===== src/hw/gpe_pkg.sv =====
// package: constants and types of the five-pin gpio, pwm and edge port
package gpe_pkg;
  localparam int          NPINS            = 5;
  localparam int          ADDR_W           = 8;
  // register byte addresses
  localparam logic [7:0]  REG_CMD          = 8'h00;
  localparam logic [7:0]  REG_CMD_DATA     = 8'h04;
  localparam logic [7:0]  REG_ACK          = 8'h08;
  localparam logic [7:0]  REG_LEVELS       = 8'h0C;
  localparam logic [7:0]  REG_BOOT         = 8'h10;
  localparam logic [7:0]  REG_STAT_BASE    = 8'h20;
  localparam logic [7:0]  STAT_BASE_MASK   = 8'hE0;
  // command packet codes
  localparam logic [7:0]  CMD_CFG_TYPE     = 8'h22;
  localparam logic [7:0]  ACK_FLAG         = 8'h40;
  localparam logic [1:0]  CMD_LEN_VALUE    = 2'h2;
  localparam logic [1:0]  CMD_LEN_FULL     = 2'h3;
  // field positions
  localparam int          CMD_LEN_LSB      = 8;
  localparam int          ACK_VALID_BIT    = 8;
  localparam int          ACK_REJECT_BIT   = 9;
  localparam int          BOOT_SAVE_BIT    = 0;
  localparam int          BOOT_RESTORE_BIT = 1;
  localparam int          STAT_LVL_BIT     = 0;
  localparam int          STAT_FALL_BIT    = 1;
  localparam int          STAT_RISE_BIT    = 2;
  localparam int          STAT_DUTY_LSB    = 8;
  localparam int          STAT_CFG_LSB     = 16;
  localparam int          CFG_FN_BIT       = 3;
  localparam logic [7:0]  CFG_MASK         = 8'h0F;
  localparam logic [7:0]  DUTY_FULL        = 8'h64;
  localparam logic [1:0]  RESP_OKAY        = 2'h0;
  localparam logic [1:0]  RESP_SLVERR      = 2'h2;
  // timing
  localparam int          CLK_HZ           = 100_000_000;
  localparam int          PWM_RATE_HZ      = 100;
  localparam int          PWM_STEPS        = 100;
  localparam int          SAMPLE_RATE_HZ   = 32;
  localparam int          PWM_STEP_CYC     = CLK_HZ / (PWM_RATE_HZ * PWM_STEPS);
  localparam int          SAMPLE_CYC       = CLK_HZ / SAMPLE_RATE_HZ;
  // factory values: atx sense pull-up, atx and one-wire pins hi-z
  localparam logic [NPINS-1:0][7:0] FACTORY_DUTY = '0;
  localparam logic [NPINS-1:0][7:0] FACTORY_CFG  =
    {8'h02, 8'h02, 8'h02, 8'h03, 8'h02};
  typedef enum logic [2:0] {
    DRV_UP_PD     = 3'b000,
    DRV_PUSH      = 3'b001,
    DRV_HIZ       = 3'b010,
    DRV_PU_DN     = 3'b011,
    DRV_SLOW_UP   = 3'b100,
    DRV_SLOW_PUSH = 3'b101,
    DRV_RSVD      = 3'b110,
    DRV_SLOW_DN   = 3'b111
  } gpe_drive_t;
endpackage


===== src/hw/gpe_port.sv =====
// gpe_port: five-pin gpio port with pwm, debounced sampling and edge flags
//
// The AXI4-Lite interface to the registers and the address map were chosen for this implementation.
`timescale 1ns/1ps
module gpe_port
  import gpe_pkg::*;
#(
  parameter int PWM_STEP_CYCLES = gpe_pkg::PWM_STEP_CYC,
  parameter int SAMPLE_CYCLES   = gpe_pkg::SAMPLE_CYC
) (
  input  wire logic                        aclk,
  input  wire logic                        aresetn,
  input  wire logic [gpe_pkg::ADDR_W-1:0]  awaddr,
  input  wire logic                        awvalid,
  output logic                             awready,
  input  wire logic [31:0]                 wdata,
  input  wire logic [3:0]                  wstrb,
  input  wire logic                        wvalid,
  output logic                             wready,
  output logic [1:0]                       bresp,
  output logic                             bvalid,
  input  wire logic                        bready,
  input  wire logic [gpe_pkg::ADDR_W-1:0]  araddr,
  input  wire logic                        arvalid,
  output logic                             arready,
  output logic [31:0]                      rdata,
  output logic [1:0]                       rresp,
  output logic                             rvalid,
  input  wire logic                        rready,
  input  wire logic [gpe_pkg::NPINS-1:0]   pin_i,
  output logic [gpe_pkg::NPINS-1:0]        pin_o,
  output logic [gpe_pkg::NPINS-1:0]        pin_oe,
  output logic [gpe_pkg::NPINS-1:0]        pull_up_en,
  output logic [gpe_pkg::NPINS-1:0]        pull_dn_en,
  output logic [gpe_pkg::NPINS-1:0]        slow_en,
  input  wire logic [gpe_pkg::NPINS-1:0]   dflt_lvl,
  output logic [gpe_pkg::NPINS-1:0]        pin_level
);
  import gpe_pkg::*;

  // {oe, out, pull up, pull down, slow} for a logical level
  function automatic logic [4:0] drive(input logic [2:0] mode, input logic l);
    logic [4:0] d;
    d = 5'h00;
    unique case (gpe_drive_t'(mode))
      DRV_UP_PD:     d = l ? 5'h18 : 5'h02;
      DRV_PUSH:      d = {1'b1, l, 3'h0};
      DRV_HIZ:       d = 5'h00;
      DRV_PU_DN:     d = l ? 5'h04 : 5'h10;
      DRV_SLOW_UP:   d = l ? 5'h19 : 5'h00;
      DRV_SLOW_PUSH: d = {1'b1, l, 3'h1};
      DRV_RSVD:      d = 5'h00;  // reserved: parked hi-z
      DRV_SLOW_DN:   d = l ? 5'h00 : 5'h11;
    endcase
    return d;
  endfunction

  // {hit, index} for a per-pin status address
  function automatic logic [3:0] stat_sel(input logic [ADDR_W-1:0] a);
    logic hit;
    hit = ((a & STAT_BASE_MASK) == REG_STAT_BASE) && (a[1:0] == 2'h0)
          && (a[4:2] < 3'(NPINS));
    return {hit, a[4:2]};
  endfunction

  logic [ADDR_W-1:0]       wr_addr;
  logic [31:0]             wr_data;
  logic [3:0]              wr_strb;
  logic                    aw_full;
  logic                    w_full;
  logic                    wr_en;
  logic                    rd_en;
  logic                    next_rvalid;
  logic [3:0]              rd_sel;
  logic [3:0]              wr_sel;
  logic [7:0]              cmd_type;
  logic [1:0]              cmd_len;
  logic [23:0]             cmd_data;
  logic                    cmd_go;
  logic [7:0]              ack_type;
  logic                    ack_valid;
  logic                    ack_reject;
  logic                    cmd_ok;
  logic                    ack_clr;
  logic [NPINS-1:0][7:0]   pin_duty;
  logic [NPINS-1:0][7:0]   pin_cfg;
  logic [NPINS-1:0][7:0]   boot_duty;
  logic [NPINS-1:0][7:0]   boot_cfg;
  logic                    boot_save;
  logic                    boot_restore;
  logic [31:0]             step_cnt;
  logic                    step_tick;
  logic [6:0]              pwm_cnt;
  logic [NPINS-1:0]        user_lvl;
  logic [NPINS-1:0]        drv_lvl;
  logic [31:0]             smp_cnt;
  logic                    smp_tick;
  logic [NPINS-1:0]        in_meta;
  logic [NPINS-1:0]        in_sync;
  logic [NPINS-1:0]        smp_prev;
  logic [NPINS-1:0]        deb_lvl;
  logic [NPINS-1:0]        rise_set;
  logic [NPINS-1:0]        fall_set;
  logic [NPINS-1:0]        flag_clr;
  logic [NPINS-1:0]        rise_flag;
  logic [NPINS-1:0]        fall_flag;

  // write channel: address and data taken in either order
  assign wr_en = aw_full & w_full & ~bvalid;
  assign wr_sel = stat_sel(wr_addr);
  always_ff @(posedge aclk) begin
    if (!aresetn) begin
      aw_full <= 1'b0;
      awready <= 1'b0;
      wr_addr <= '0;
    end else if (awvalid && awready) begin
      aw_full <= 1'b1;
      awready <= 1'b0;
      wr_addr <= awaddr;
    end else begin
      aw_full <= aw_full & ~wr_en;
      awready <= ~(aw_full & ~wr_en);
    end
  end

  always_ff @(posedge aclk) begin
    if (!aresetn) begin
      w_full  <= 1'b0;
      wready  <= 1'b0;
      wr_data <= '0;
      wr_strb <= '0;
    end else if (wvalid && wready) begin
      w_full  <= 1'b1;
      wready  <= 1'b0;
      wr_data <= wdata;
      wr_strb <= wstrb;
    end else begin
      w_full <= w_full & ~wr_en;
      wready <= ~(w_full & ~wr_en);
    end
  end

  // write response; unmapped or read-only targets answer slverr
  always_ff @(posedge aclk) begin
    if (!aresetn) begin
      bvalid <= 1'b0;
      bresp  <= RESP_OKAY;
    end else if (wr_en) begin
      bvalid <= 1'b1;
      bresp  <= (wr_addr == REG_CMD || wr_addr == REG_CMD_DATA ||
                 wr_addr == REG_BOOT) ? RESP_OKAY : RESP_SLVERR;
    end else if (bready) begin
      bvalid <= 1'b0;
    end
  end

  // command registers; writing the type byte issues the packet
  always_ff @(posedge aclk) begin
    if (!aresetn) begin
      cmd_type <= 8'h00;
      cmd_len  <= 2'h0;
      cmd_data <= 24'h000000;
      cmd_go   <= 1'b0;
    end else begin
      cmd_go <= wr_en && wr_addr == REG_CMD && wr_strb[0];
      if (wr_en && wr_addr == REG_CMD) begin
        if (wr_strb[0])
          cmd_type <= wr_data[7:0];
        if (wr_strb[1])
          cmd_len <= wr_data[CMD_LEN_LSB +: 2];
      end
      if (wr_en && wr_addr == REG_CMD_DATA) begin
        for (int b = 0; b < 3; b++) begin
          if (wr_strb[b])
            cmd_data[8*b +: 8] <= wr_data[8*b +: 8];
        end
      end
    end
  end

  // accept only a config packet of two or three bytes naming pin 0..4
  assign cmd_ok = cmd_type == CMD_CFG_TYPE &&
                  (cmd_len == CMD_LEN_VALUE || cmd_len == CMD_LEN_FULL) &&
                  cmd_data[7:0] < 8'(NPINS);
  assign boot_save    = wr_en && wr_addr == REG_BOOT && wr_strb[0] &&
                        wr_data[BOOT_SAVE_BIT];
  assign boot_restore = wr_en && wr_addr == REG_BOOT && wr_strb[0] &&
                        wr_data[BOOT_RESTORE_BIT];

  // pin settings: factory values after reset, reloadable from boot copy
  always_ff @(posedge aclk) begin
    if (!aresetn) begin
      pin_duty <= FACTORY_DUTY;
      pin_cfg  <= FACTORY_CFG;
    end else if (cmd_go && cmd_ok) begin
      pin_duty[cmd_data[2:0]] <= cmd_data[15:8];
      if (cmd_len == CMD_LEN_FULL)
        pin_cfg[cmd_data[2:0]] <= cmd_data[23:16] & CFG_MASK;
    end else if (boot_restore) begin
      pin_duty <= boot_duty;
      pin_cfg  <= boot_cfg;
    end
  end

  // boot copy; nonvolatile storage itself lives outside this block
  always_ff @(posedge aclk) begin
    if (!aresetn) begin
      boot_duty <= FACTORY_DUTY;
      boot_cfg  <= FACTORY_CFG;
    end else if (boot_save) begin
      boot_duty <= pin_duty;
      boot_cfg  <= pin_cfg;
    end
  end

  // acknowledge word; a new answer wins over the clearing read
  assign ack_clr = rd_en && araddr == REG_ACK;
  always_ff @(posedge aclk) begin
    if (!aresetn) begin
      ack_type   <= 8'h00;
      ack_valid  <= 1'b0;
      ack_reject <= 1'b0;
    end else if (cmd_go) begin
      ack_type   <= cmd_ok ? (cmd_type | ACK_FLAG) : 8'h00;
      ack_valid  <= cmd_ok;
      ack_reject <= ~cmd_ok;
    end else if (ack_clr) begin
      ack_valid  <= 1'b0;
      ack_reject <= 1'b0;
    end
  end

  // pwm step timer and 100-step period counter
  assign step_tick = step_cnt == 32'(PWM_STEP_CYCLES - 1);
  always_ff @(posedge aclk) begin
    if (!aresetn) begin
      step_cnt <= 32'h0;
      pwm_cnt  <= 7'h00;
    end else begin
      step_cnt <= step_tick ? 32'h0 : step_cnt + 32'h1;
      if (step_tick)
        pwm_cnt <= (pwm_cnt == 7'(PWM_STEPS - 1)) ? 7'h00 :
                   pwm_cnt + 7'h01;
    end
  end

  // requested level: 0 low, 100 high, between is the duty percentage
  always_comb begin
    for (int p = 0; p < NPINS; p++) begin
      user_lvl[p] = {1'b0, pwm_cnt} < pin_duty[p];
      drv_lvl[p]  = pin_cfg[p][CFG_FN_BIT] ? user_lvl[p]
                                            : dflt_lvl[p];
    end
  end

  // pad controls through the drive mode, registered so pads never glitch
  always_ff @(posedge aclk) begin
    if (!aresetn) begin
      pin_oe     <= '0;
      pin_o      <= '0;
      pull_up_en <= '0;
      pull_dn_en <= '0;
      slow_en    <= '0;
    end else begin
      for (int p = 0; p < NPINS; p++) begin
        {pin_oe[p], pin_o[p], pull_up_en[p], pull_dn_en[p], slow_en[p]} <=
          drive(pin_cfg[p][2:0], drv_lvl[p]);
      end
    end
  end

  // pad inputs pass two flops before anything reads them
  always_ff @(posedge aclk) begin
    if (!aresetn) begin
      in_meta <= '0;
      in_sync <= '0;
    end else begin
      in_meta <= pin_i;
      in_sync <= in_meta;
    end
  end

  // 32 Hz sample timer runs regardless of pin configuration
  assign smp_tick = smp_cnt == 32'(SAMPLE_CYCLES - 1);
  always_ff @(posedge aclk) begin
    if (!aresetn)
      smp_cnt <= 32'h0;
    else
      smp_cnt <= smp_tick ? 32'h0 : smp_cnt + 32'h1;
  end

  // level moves only after two agreeing samples; a bounce costs one period
  always_ff @(posedge aclk) begin
    if (!aresetn) begin
      smp_prev <= '0;
      deb_lvl  <= '0;
    end else if (smp_tick) begin
      smp_prev <= in_sync;
      for (int p = 0; p < NPINS; p++) begin
        if (in_sync[p] == smp_prev[p])
          deb_lvl[p] <= in_sync[p];
      end
    end
  end

  always_comb begin
    for (int p = 0; p < NPINS; p++) begin
      rise_set[p] = smp_tick && in_sync[p] == smp_prev[p] &&
                    in_sync[p] && !deb_lvl[p];
      fall_set[p] = smp_tick && in_sync[p] == smp_prev[p] &&
                    !in_sync[p] && deb_lvl[p];
      flag_clr[p] = rd_en && rd_sel[3] && rd_sel[2:0] == 3'(p);
    end
  end

  // sticky edge flags; an edge in the clearing cycle is kept
  always_ff @(posedge aclk) begin
    if (!aresetn) begin
      rise_flag <= '0;
      fall_flag <= '0;
      pin_level <= '0;
    end else begin
      rise_flag <= rise_set | (rise_flag & ~flag_clr);
      fall_flag <= fall_set | (fall_flag & ~flag_clr);
      pin_level <= deb_lvl;
    end
  end

  // read channel: one read at a time, data latched at the address edge
  assign rd_en       = arvalid & arready;
  assign next_rvalid = rd_en | (rvalid & ~rready);
  assign rd_sel      = stat_sel(araddr);
  always_ff @(posedge aclk) begin
    if (!aresetn) begin
      arready <= 1'b0;
      rvalid  <= 1'b0;
      rdata   <= 32'h0;
      rresp   <= RESP_OKAY;
    end else begin
      arready <= ~next_rvalid;
      rvalid  <= next_rvalid;
      if (rd_en) begin
        rresp <= RESP_OKAY;
        rdata <= 32'h0;
        if (rd_sel[3]) begin
          rdata[STAT_LVL_BIT]  <= deb_lvl[rd_sel[2:0]];
          rdata[STAT_FALL_BIT] <= fall_flag[rd_sel[2:0]];
          rdata[STAT_RISE_BIT] <= rise_flag[rd_sel[2:0]];
          rdata[STAT_DUTY_LSB +: 8] <= pin_duty[rd_sel[2:0]];
          rdata[STAT_CFG_LSB +: 8]  <= pin_cfg[rd_sel[2:0]];
        end else if (araddr == REG_CMD)
          rdata[9:0] <= {cmd_len, cmd_type};
        else if (araddr == REG_CMD_DATA)
          rdata[23:0] <= cmd_data;
        else if (araddr == REG_ACK)
          rdata[9:0] <= {ack_reject, ack_valid, ack_type};
        else if (araddr == REG_LEVELS)
          rdata[NPINS-1:0] <= deb_lvl;
        else if (araddr != REG_BOOT)
          rresp <= RESP_SLVERR;
      end
    end
  end

  AST_BAD_INDEX: assert property (@(posedge aclk) disable iff (!aresetn)
    cmd_go && cmd_data[7:0] >= 8'(NPINS) |=> $stable(pin_cfg) && !ack_valid)
    else $error("out-of-range pin index changed state or was acknowledged");

  AST_ACK_TYPE: assert property (@(posedge aclk) disable iff (!aresetn)
    cmd_go && cmd_ok |=> ack_valid && ack_type == 8'h62)
    else $error("accepted command not acknowledged with type 0x62");

  AST_VALUE_ONLY: assert property (@(posedge aclk) disable iff (!aresetn)
    cmd_go && cmd_ok && cmd_len == CMD_LEN_VALUE
    |=> $stable(pin_cfg) &&
        pin_duty[$past(cmd_data[2:0])] == $past(cmd_data[15:8]))
    else $error("two-byte command touched config or missed value");

  AST_DUTY_ENDS: assert property (@(posedge aclk) disable iff (!aresetn)
    (pin_duty[0] == 8'h00 |-> !user_lvl[0]) and
    (pin_duty[0] == DUTY_FULL |-> user_lvl[0]))
    else $error("duty 0 or 100 not steady");

  AST_PWM_WRAP: assert property (@(posedge aclk) disable iff (!aresetn)
    step_tick && pwm_cnt == 7'h63 |=> pwm_cnt == 7'h00 ##1 pwm_cnt == 7'h00)
    else $error("pwm period counter did not wrap at 100 steps");

  AST_HIZ_MODE: assert property (@(posedge aclk) disable iff (!aresetn)
    pin_cfg[0][2:0] == 3'b010
    |=> !pin_oe[0] && !pull_up_en[0] && !pull_dn_en[0])
    else $error("hi-z drive mode still drives the pin");

  AST_PULLUP_HIGH: assert property (@(posedge aclk) disable iff (!aresetn)
    pin_cfg[0][2:0] == 3'b011 && drv_lvl[0] |=> pull_up_en[0] && !pin_oe[0])
    else $error("pull-up mode high did not release to pull-up");

  AST_DEB_TICK: assert property (@(posedge aclk) disable iff (!aresetn)
    !$stable(deb_lvl) |-> $past(smp_tick) &&
    ((deb_lvl ^ $past(deb_lvl)) & ($past(in_sync) ^ $past(smp_prev))) == '0)
    else $error("level changed without two agreeing samples");

  AST_RISE_SEEN: assert property (@(posedge aclk) disable iff (!aresetn)
    $rose(deb_lvl[0]) |-> rise_flag[0] && !$rose(fall_flag[0]))
    else $error("rising level not recorded as rising edge");

  AST_READ_CLEARS: assert property (@(posedge aclk) disable iff (!aresetn)
    flag_clr[0] && !rise_set[0] && !fall_set[0]
    |=> !rise_flag[0] && !fall_flag[0])
    else $error("status read did not clear edge flags");
endmodule


===== config.mk =====
export PLATFORM = sky130hd
export DESIGN_NAME = gpe_port
export DESIGN_NICKNAME = d
export VERILOG_FILES = /design/src/hw/gpe_pkg.sv /design/src/hw/gpe_port.sv
export SDC_FILE = /design/constraint.sdc
export NUM_CORES = 1
export LEC_CHECK = 0
export BUFFER_PORTS_ARGS = -buffer_cell sky130_fd_sc_hd__buf_2
export CORE_ASPECT_RATIO = 0.7
export CORE_MARGIN = 8
export CORE_UTILIZATION = 35
export DETAILED_ROUTE_END_ITERATION = 8
export GPL_ROUTABILITY_DRIVEN = 1
export PLACE_DENSITY = 0.59
export REMOVE_ABC_BUFFERS = 1
export SLEW_MARGIN = 20
export SYNTH_ARGS = -nofsm -noshare
export SYNTH_HDL_FRONTEND = slang
export SYNTH_SLANG_ARGS = --single-unit

===== constraint.sdc =====
create_clock -name aclk -period 2.4 [get_ports aclk]
set_clock_uncertainty 0.15 [all_clocks]
set_input_delay 0.24 -clock aclk [delete_from_list [all_inputs] [get_ports aclk]]
set_output_delay 0.24 -clock aclk [all_outputs]
set_load 0.005 [all_outputs]

; Word level (Yosys, flattened, before mapping)
; Cells that the tools add are included.
; Widths: inputs -> output; s select.
[classes]
addsub = 3
magnitude_cmp = 10
eq_ne = 58
muxes = 75
bitwise_logic = 20
reduce_logical = 92
[op_table]
columns = cell, count
row1 = $mux 40, 5
row2 = $pmux 5 s7, 5
row3 = $mux 5, 24
row4 = $bwmux 40, 2
row5 = $add 32x1->32 const B, 2
row6 = $eq 3x3->1 const B, 21
row7 = $bmux 8 s3, 2
row8 = $logic_and 1x1->1, 47
row9 = $lt 7x8->1, 5
row10 = $eq 3x2->1 const B, 12
row11 = $eq 32x14->1 const B, 1
row12 = $eq 32x22->1 const B, 1
row13 = $mux 8, 4
row14 = $mux 14, 2
row15 = $demux 8 s3, 1
row16 = $reduce_and 2->1, 11
row17 = $eq 3x1->1 const B, 7
row18 = $mux 10, 2
row19 = $logic_not 3->1, 6
row20 = $reduce_or 2->1, 9
row21 = $eq 8x3->1 const B, 2
row22 = $eq 8x4->1 const B, 2
row23 = $logic_not 8->1, 2
row24 = $mux 16, 1
row25 = 27 further kinds, 82
[word_totals]
ff_bits = 406
out_inout_bits = 71

; Logic depth before layout (Yosys ltp)
[logic_depth]
depth_word = 8
mapped_depth = 9

; Worst setup path before layout
; No wires, ideal clock.
[synth_path]
kind = register to register
from = register wr_addr[6]
to = register pin_duty[10] (netlist bit)
setup_ns = 0.125
t_arrival_ns = 2.335
required_ns = 2.125
slack_ns = -0.210
stages_incl_launch_ff = 9
n_path_buf = 3
cell_sequence = dfxtp_1 > or4_1 > clkbuf_1 > or4_1 > a311o_1 > buf_6 > buf_2 > o221ai_1 > a21oi_1
[synth_via]
elab_chain_cells = 5
[synth_rtl]
columns = item, line_no
row1 = from (decl), gpe_port.sv:66  ; logic [ADDR_W-1:0] wr_addr;
row2 = from (signal assigned), gpe_port.sv:119  ; wr_addr <= awaddr;
row3 = $eq 8x5->1, gpe_port.sv:187  ; assign boot_restore = wr_en && wr_addr == REG_BOOT && wr_strb[0] &&
row4 = $logic_and 1x1->1 (3 in series), gpe_port.sv:187
row5 = $reduce_bool 2->1 (no line), -
row6 = "to (signal, indexed assignment)", gpe_port.sv:196  ; pin_duty[cmd_data[2:0]] <= cmd_data[15:8];
row7 = to (signal assigned), gpe_port.sv:200  ; pin_duty <= boot_duty;
row8 = to (decl), gpe_port.sv:85  ; logic [NPINS-1:0][7:0] pin_duty;
; No other way between the ends.
; A chain may end at the register's enable or synchronous reset.

; Final worst setup path
[layout_path]
from = register wr_addr[6]
to = register pin_cfg[8] (netlist bit)
[layout_via]
elab_chain_cells = 6
[layout_rtl]
columns = item, line_no
row1 = $eq 8x5->1, gpe_port.sv:187
row2 = $logic_and 1x1->1 (3 in series), gpe_port.sv:187
row3 = $reduce_bool 2->1 (no line), -
row4 = $reduce_and 2->1 (no line), -
row5 = "to (signal, indexed assignment)", gpe_port.sv:198  ; pin_cfg[cmd_data[2:0]] <= cmd_data[23:16] & CFG_MASK;
row6 = to (signal assigned), gpe_port.sv:201  ; pin_cfg <= boot_cfg;
row7 = to (decl), gpe_port.sv:86  ; logic [NPINS-1:0][7:0] pin_cfg;
; No other way between the ends.

==> impl_metrics.toml <==
[floorplan]
die_h_um = 201.3
io_pins = 140
core_region_area_um2 = 48840
initial_utilization_pct = 35.14
std_cell_rows = 68
die_area_um2 = 56490
dieWidth_um = 280.7

[timing]
setup_total_negative_slack_ns = -13.57
worst-slew-pin-transition_ns = 0.6599
finalWorstSetupSlack_ns = -0.2151
final.hold.worst_slack_ns = 0.04565
final-max-slew-violation-count = 0
fin_crit_sh_pct = 109.0
grt_setup_unrepaired = "yes"
worst_slew_margin_rel_pct = 56.01
number_of_failing_setup_endpoints_in_the_final_timing_report = 116
fmax_ghz = 0.3824
hold_viol_final = 0
final.min_clock_period_ns = 2.615

[pwr]
totalPowerFinal_uw = 14410
power-per-cell-area_nw_per_um2 = 646.6
vdd.ir_drop.worst_v = 0.0004905
total_leakage_power_uw = 0.008309

[placement]
hpwl_um = 37650
numPlacedInstances = 2755
dpl_cell_area_um2 = 19190
port_buffers = 120
place.gp.congestion = 0.8774

[clocking]
cts_sinks = 404
cts.path.max_buffers = 3
cts-htree-levels = 2
clkLatencyLatePin_ns = 0.59
tritoncts = "built"
clk_pin_slew_ns = 0.07
root_buffer = "clkbuf_16"
cts_made_buffers = 42

[global_route]
grtUsageTotal_pct = 18.44
grt.overflow.total = 0
number_of_antenna_violations_at_the_first_check_in_global_routing = 2
grt_pass1_wl_um = 84170
first_global_vias = 14785
grt_start_max_net_pins = 57

[synthesis]
synth_area_per_cell_um2 = 8.716
netlist-cell-type-count = 70
synthArstFlopShare_pct = 0
synth.cell_area_um2 = 17160
number_of_flops_mapped_to_enable_cells_by_yosys = 0
count_of_mapped_cells_out_of_synthesis = 1969
postSynthRegisterBits = 404
ys.flop_type = "dfxtp_1"
synth_seq_area_share_pct = 47.12
synth.yosys.warnings = 0

[critical_path]
timing.critical_path.required_ns = 2.72
crit-reg2reg-launch = "wr_addr[6]$_SDFFE_PN0P_"
critical_path.endpoint_type = "flip-flop"
class_of_the_most_critical_setup_path = "flip-flop to flip-flop"
crit_path_end = "pin_cfg[8]$_SDFFE_PN1P_"
worst-r2r-setup-slack_ns = -0.22
critical_path_peak_fanout = 12
critPathLaunch = "wr_addr[6]$_SDFFE_PN0P_"
worstSetupStartpointType = "flip-flop"
rr_worst_depth = 6
worstPathArrival_ns = 2.93
crit-reg2reg-capture = "pin_cfg[8]$_SDFFE_PN1P_"

[min_path]
worst_hold_path_type = "primary input to flip-flop"
hp-start = "araddr[3]"

[detailed_routing]
drt-vias-per-instance = 5.393
drt_iter0_drc = 1430
wl_per_cell_um = 19.13
drt_pass1_iterations = 7
drc_errors = 0
antenna_left = 0
postRouteWirelength_um = 55660
vias = 15687

[cells_and_area]
finish.net_count = 2312
antenna_cells_inserted = 0
most-common-layout-cells = "396 x dfxtp_1, 351 x nand2_1, 174 x a21oi_1"
final-instance-count-excl-fill = 2909
share_of_final_layout_standard_cells_stronger_than_drive_strength_1_pct = 23.04
syn2layout_area_growth_pct = 29.87
layout.cells.most_common = "dfxtp_1"
postLayoutCellArea_um2 = 22290

[outcome]
outcome = "finished, violations left"
failing_checks = "negative setup slack"

[job]
maxCapViolCount = 0
==> worst max-delay path, cell delays in order (launching register included) <==
cell     delay [ns]
dfxtp_2        0.32
or4_4          0.56
or4_4          0.53
a311o_2        0.36
buf_12         0.17
o21a_4         0.13
a221o_1        0.29
==> report_power, final <==
group	internal, µW	switching, µW	leakage, µW
sequential	6760	46.9	0.00327
clock	4050	2940	0.000699
combinational	256	351	0.00434
==> repair_timing <==
| item | in CTS | in global routing |
|---|---|---|
| setup buffers | 5 | 5 |
| hold buffers | 54 | 0 |
| pin swaps | 4 | 25 |
| setup endpoints to repair | 179 | 177 |
| gates resized for setup | 61 | 95 |
| endpoints found under the hold margin | 54 | 0 |
| cloned | 4 | 8 |
==> Yosys cell counts, types with 27 or more instances <==
master / count / area, µm²
dfxtp_1: 404 / 8088
nand2_1: 352 / 1321
a21oi_1: 200 / 1001
nor2_1: 147 / 551.8
clkbuf_1: 100 / 375.4
nand3_1: 58 / 290.3
inv_1: 56 / 210.2
nor3_1: 46 / 230.2
xor2_1: 38 / 332.8
o21ai_0: 37 / 185.2
nand4_1: 35 / 219.0
o221ai_1: 34 / 297.8
ha_1: 33 / 412.9
mux2i_1: 31 / 310.3
and2_1: 28 / 175.2
a22oi_1: 27 / 202.7
==> flip-flops by register name (all words and copies together), names as in the netlist, 7 cells and up <==
register / flops
step_cnt: 32
wr_data: 24
ack_type: 8
wr_addr: 8
smp_cnt: 32
pin_cfg: 40
rdata: 24
cmd_type: 8
pin_duty: 40
pwm_cnt: 7
boot_cfg: 40
boot_duty: 40
cmd_data: 24
==> cell families (layout without fill, tap and decap cells) <==
group           after synthesis  after routing  synth area share (%)
compound gates              416            416                 15.61
xor+xnor                     57             57                 2.909
fa+ha+maj                    33             33                 2.406
buf+inv                     193            459                 4.644
flops                       404            404                 47.12
mux                          53             53                 4.695
other cells                   1             10               0.02185
simple gates                812            812                 22.59
==> layout make-up <==
class,instances,area (µm²)
Multi-Input combinational cell,1381,8922
Timing Repair Buffer,325,2728
Sequential cell,404,8098
Fill cell,4635,26550
Clock inverter,29,376.6
Tap cell,665,832.0
Inverter,56,215.2
Clock buffer,49,1117
==> per-layer routing <==
layer | vias up | global-route usage, % | part of all wire (%)
met3 | 105 | 5.081 | 9.7
met1 | 7546 | 26.72 | 46
met5 | - | 0 | 0.21
li1 | 7431 | - | -
met2 | 599 | 26.11 | 41
met4 | 6 | 5.796 | 2.6
==> stage by stage <==
step | setup slack, ns | util, %
detailed placement | -0.3655 | 39.29
floorplan | -2.038 | -
global route | -0.2644 | 45.64
global placement | -0.3167 | 39.29
CTS | -0.2220 | 44.30
finish | -0.2151 | 45.64
==> worst min-delay path by stage <==
stage	to	slack, ns	depth (start not counted)
after global placement	in_sync[0]$_SDFF_PN0_	0.27	1
final	fall_flag[3]$_SDFF_PN0_	0.05	4
after floorplan	boot_cfg[17]$_SDFFE_PN1P_	0.16	1
after detailed placement	in_sync[0]$_SDFF_PN0_	0.27	1
after global routing	fall_flag[3]$_SDFF_PN0_	0.08	4
after CTS	fall_flag[3]$_SDFF_PN0_	0.02	4
No activity file was read; power rests on OpenSTA's default activity.
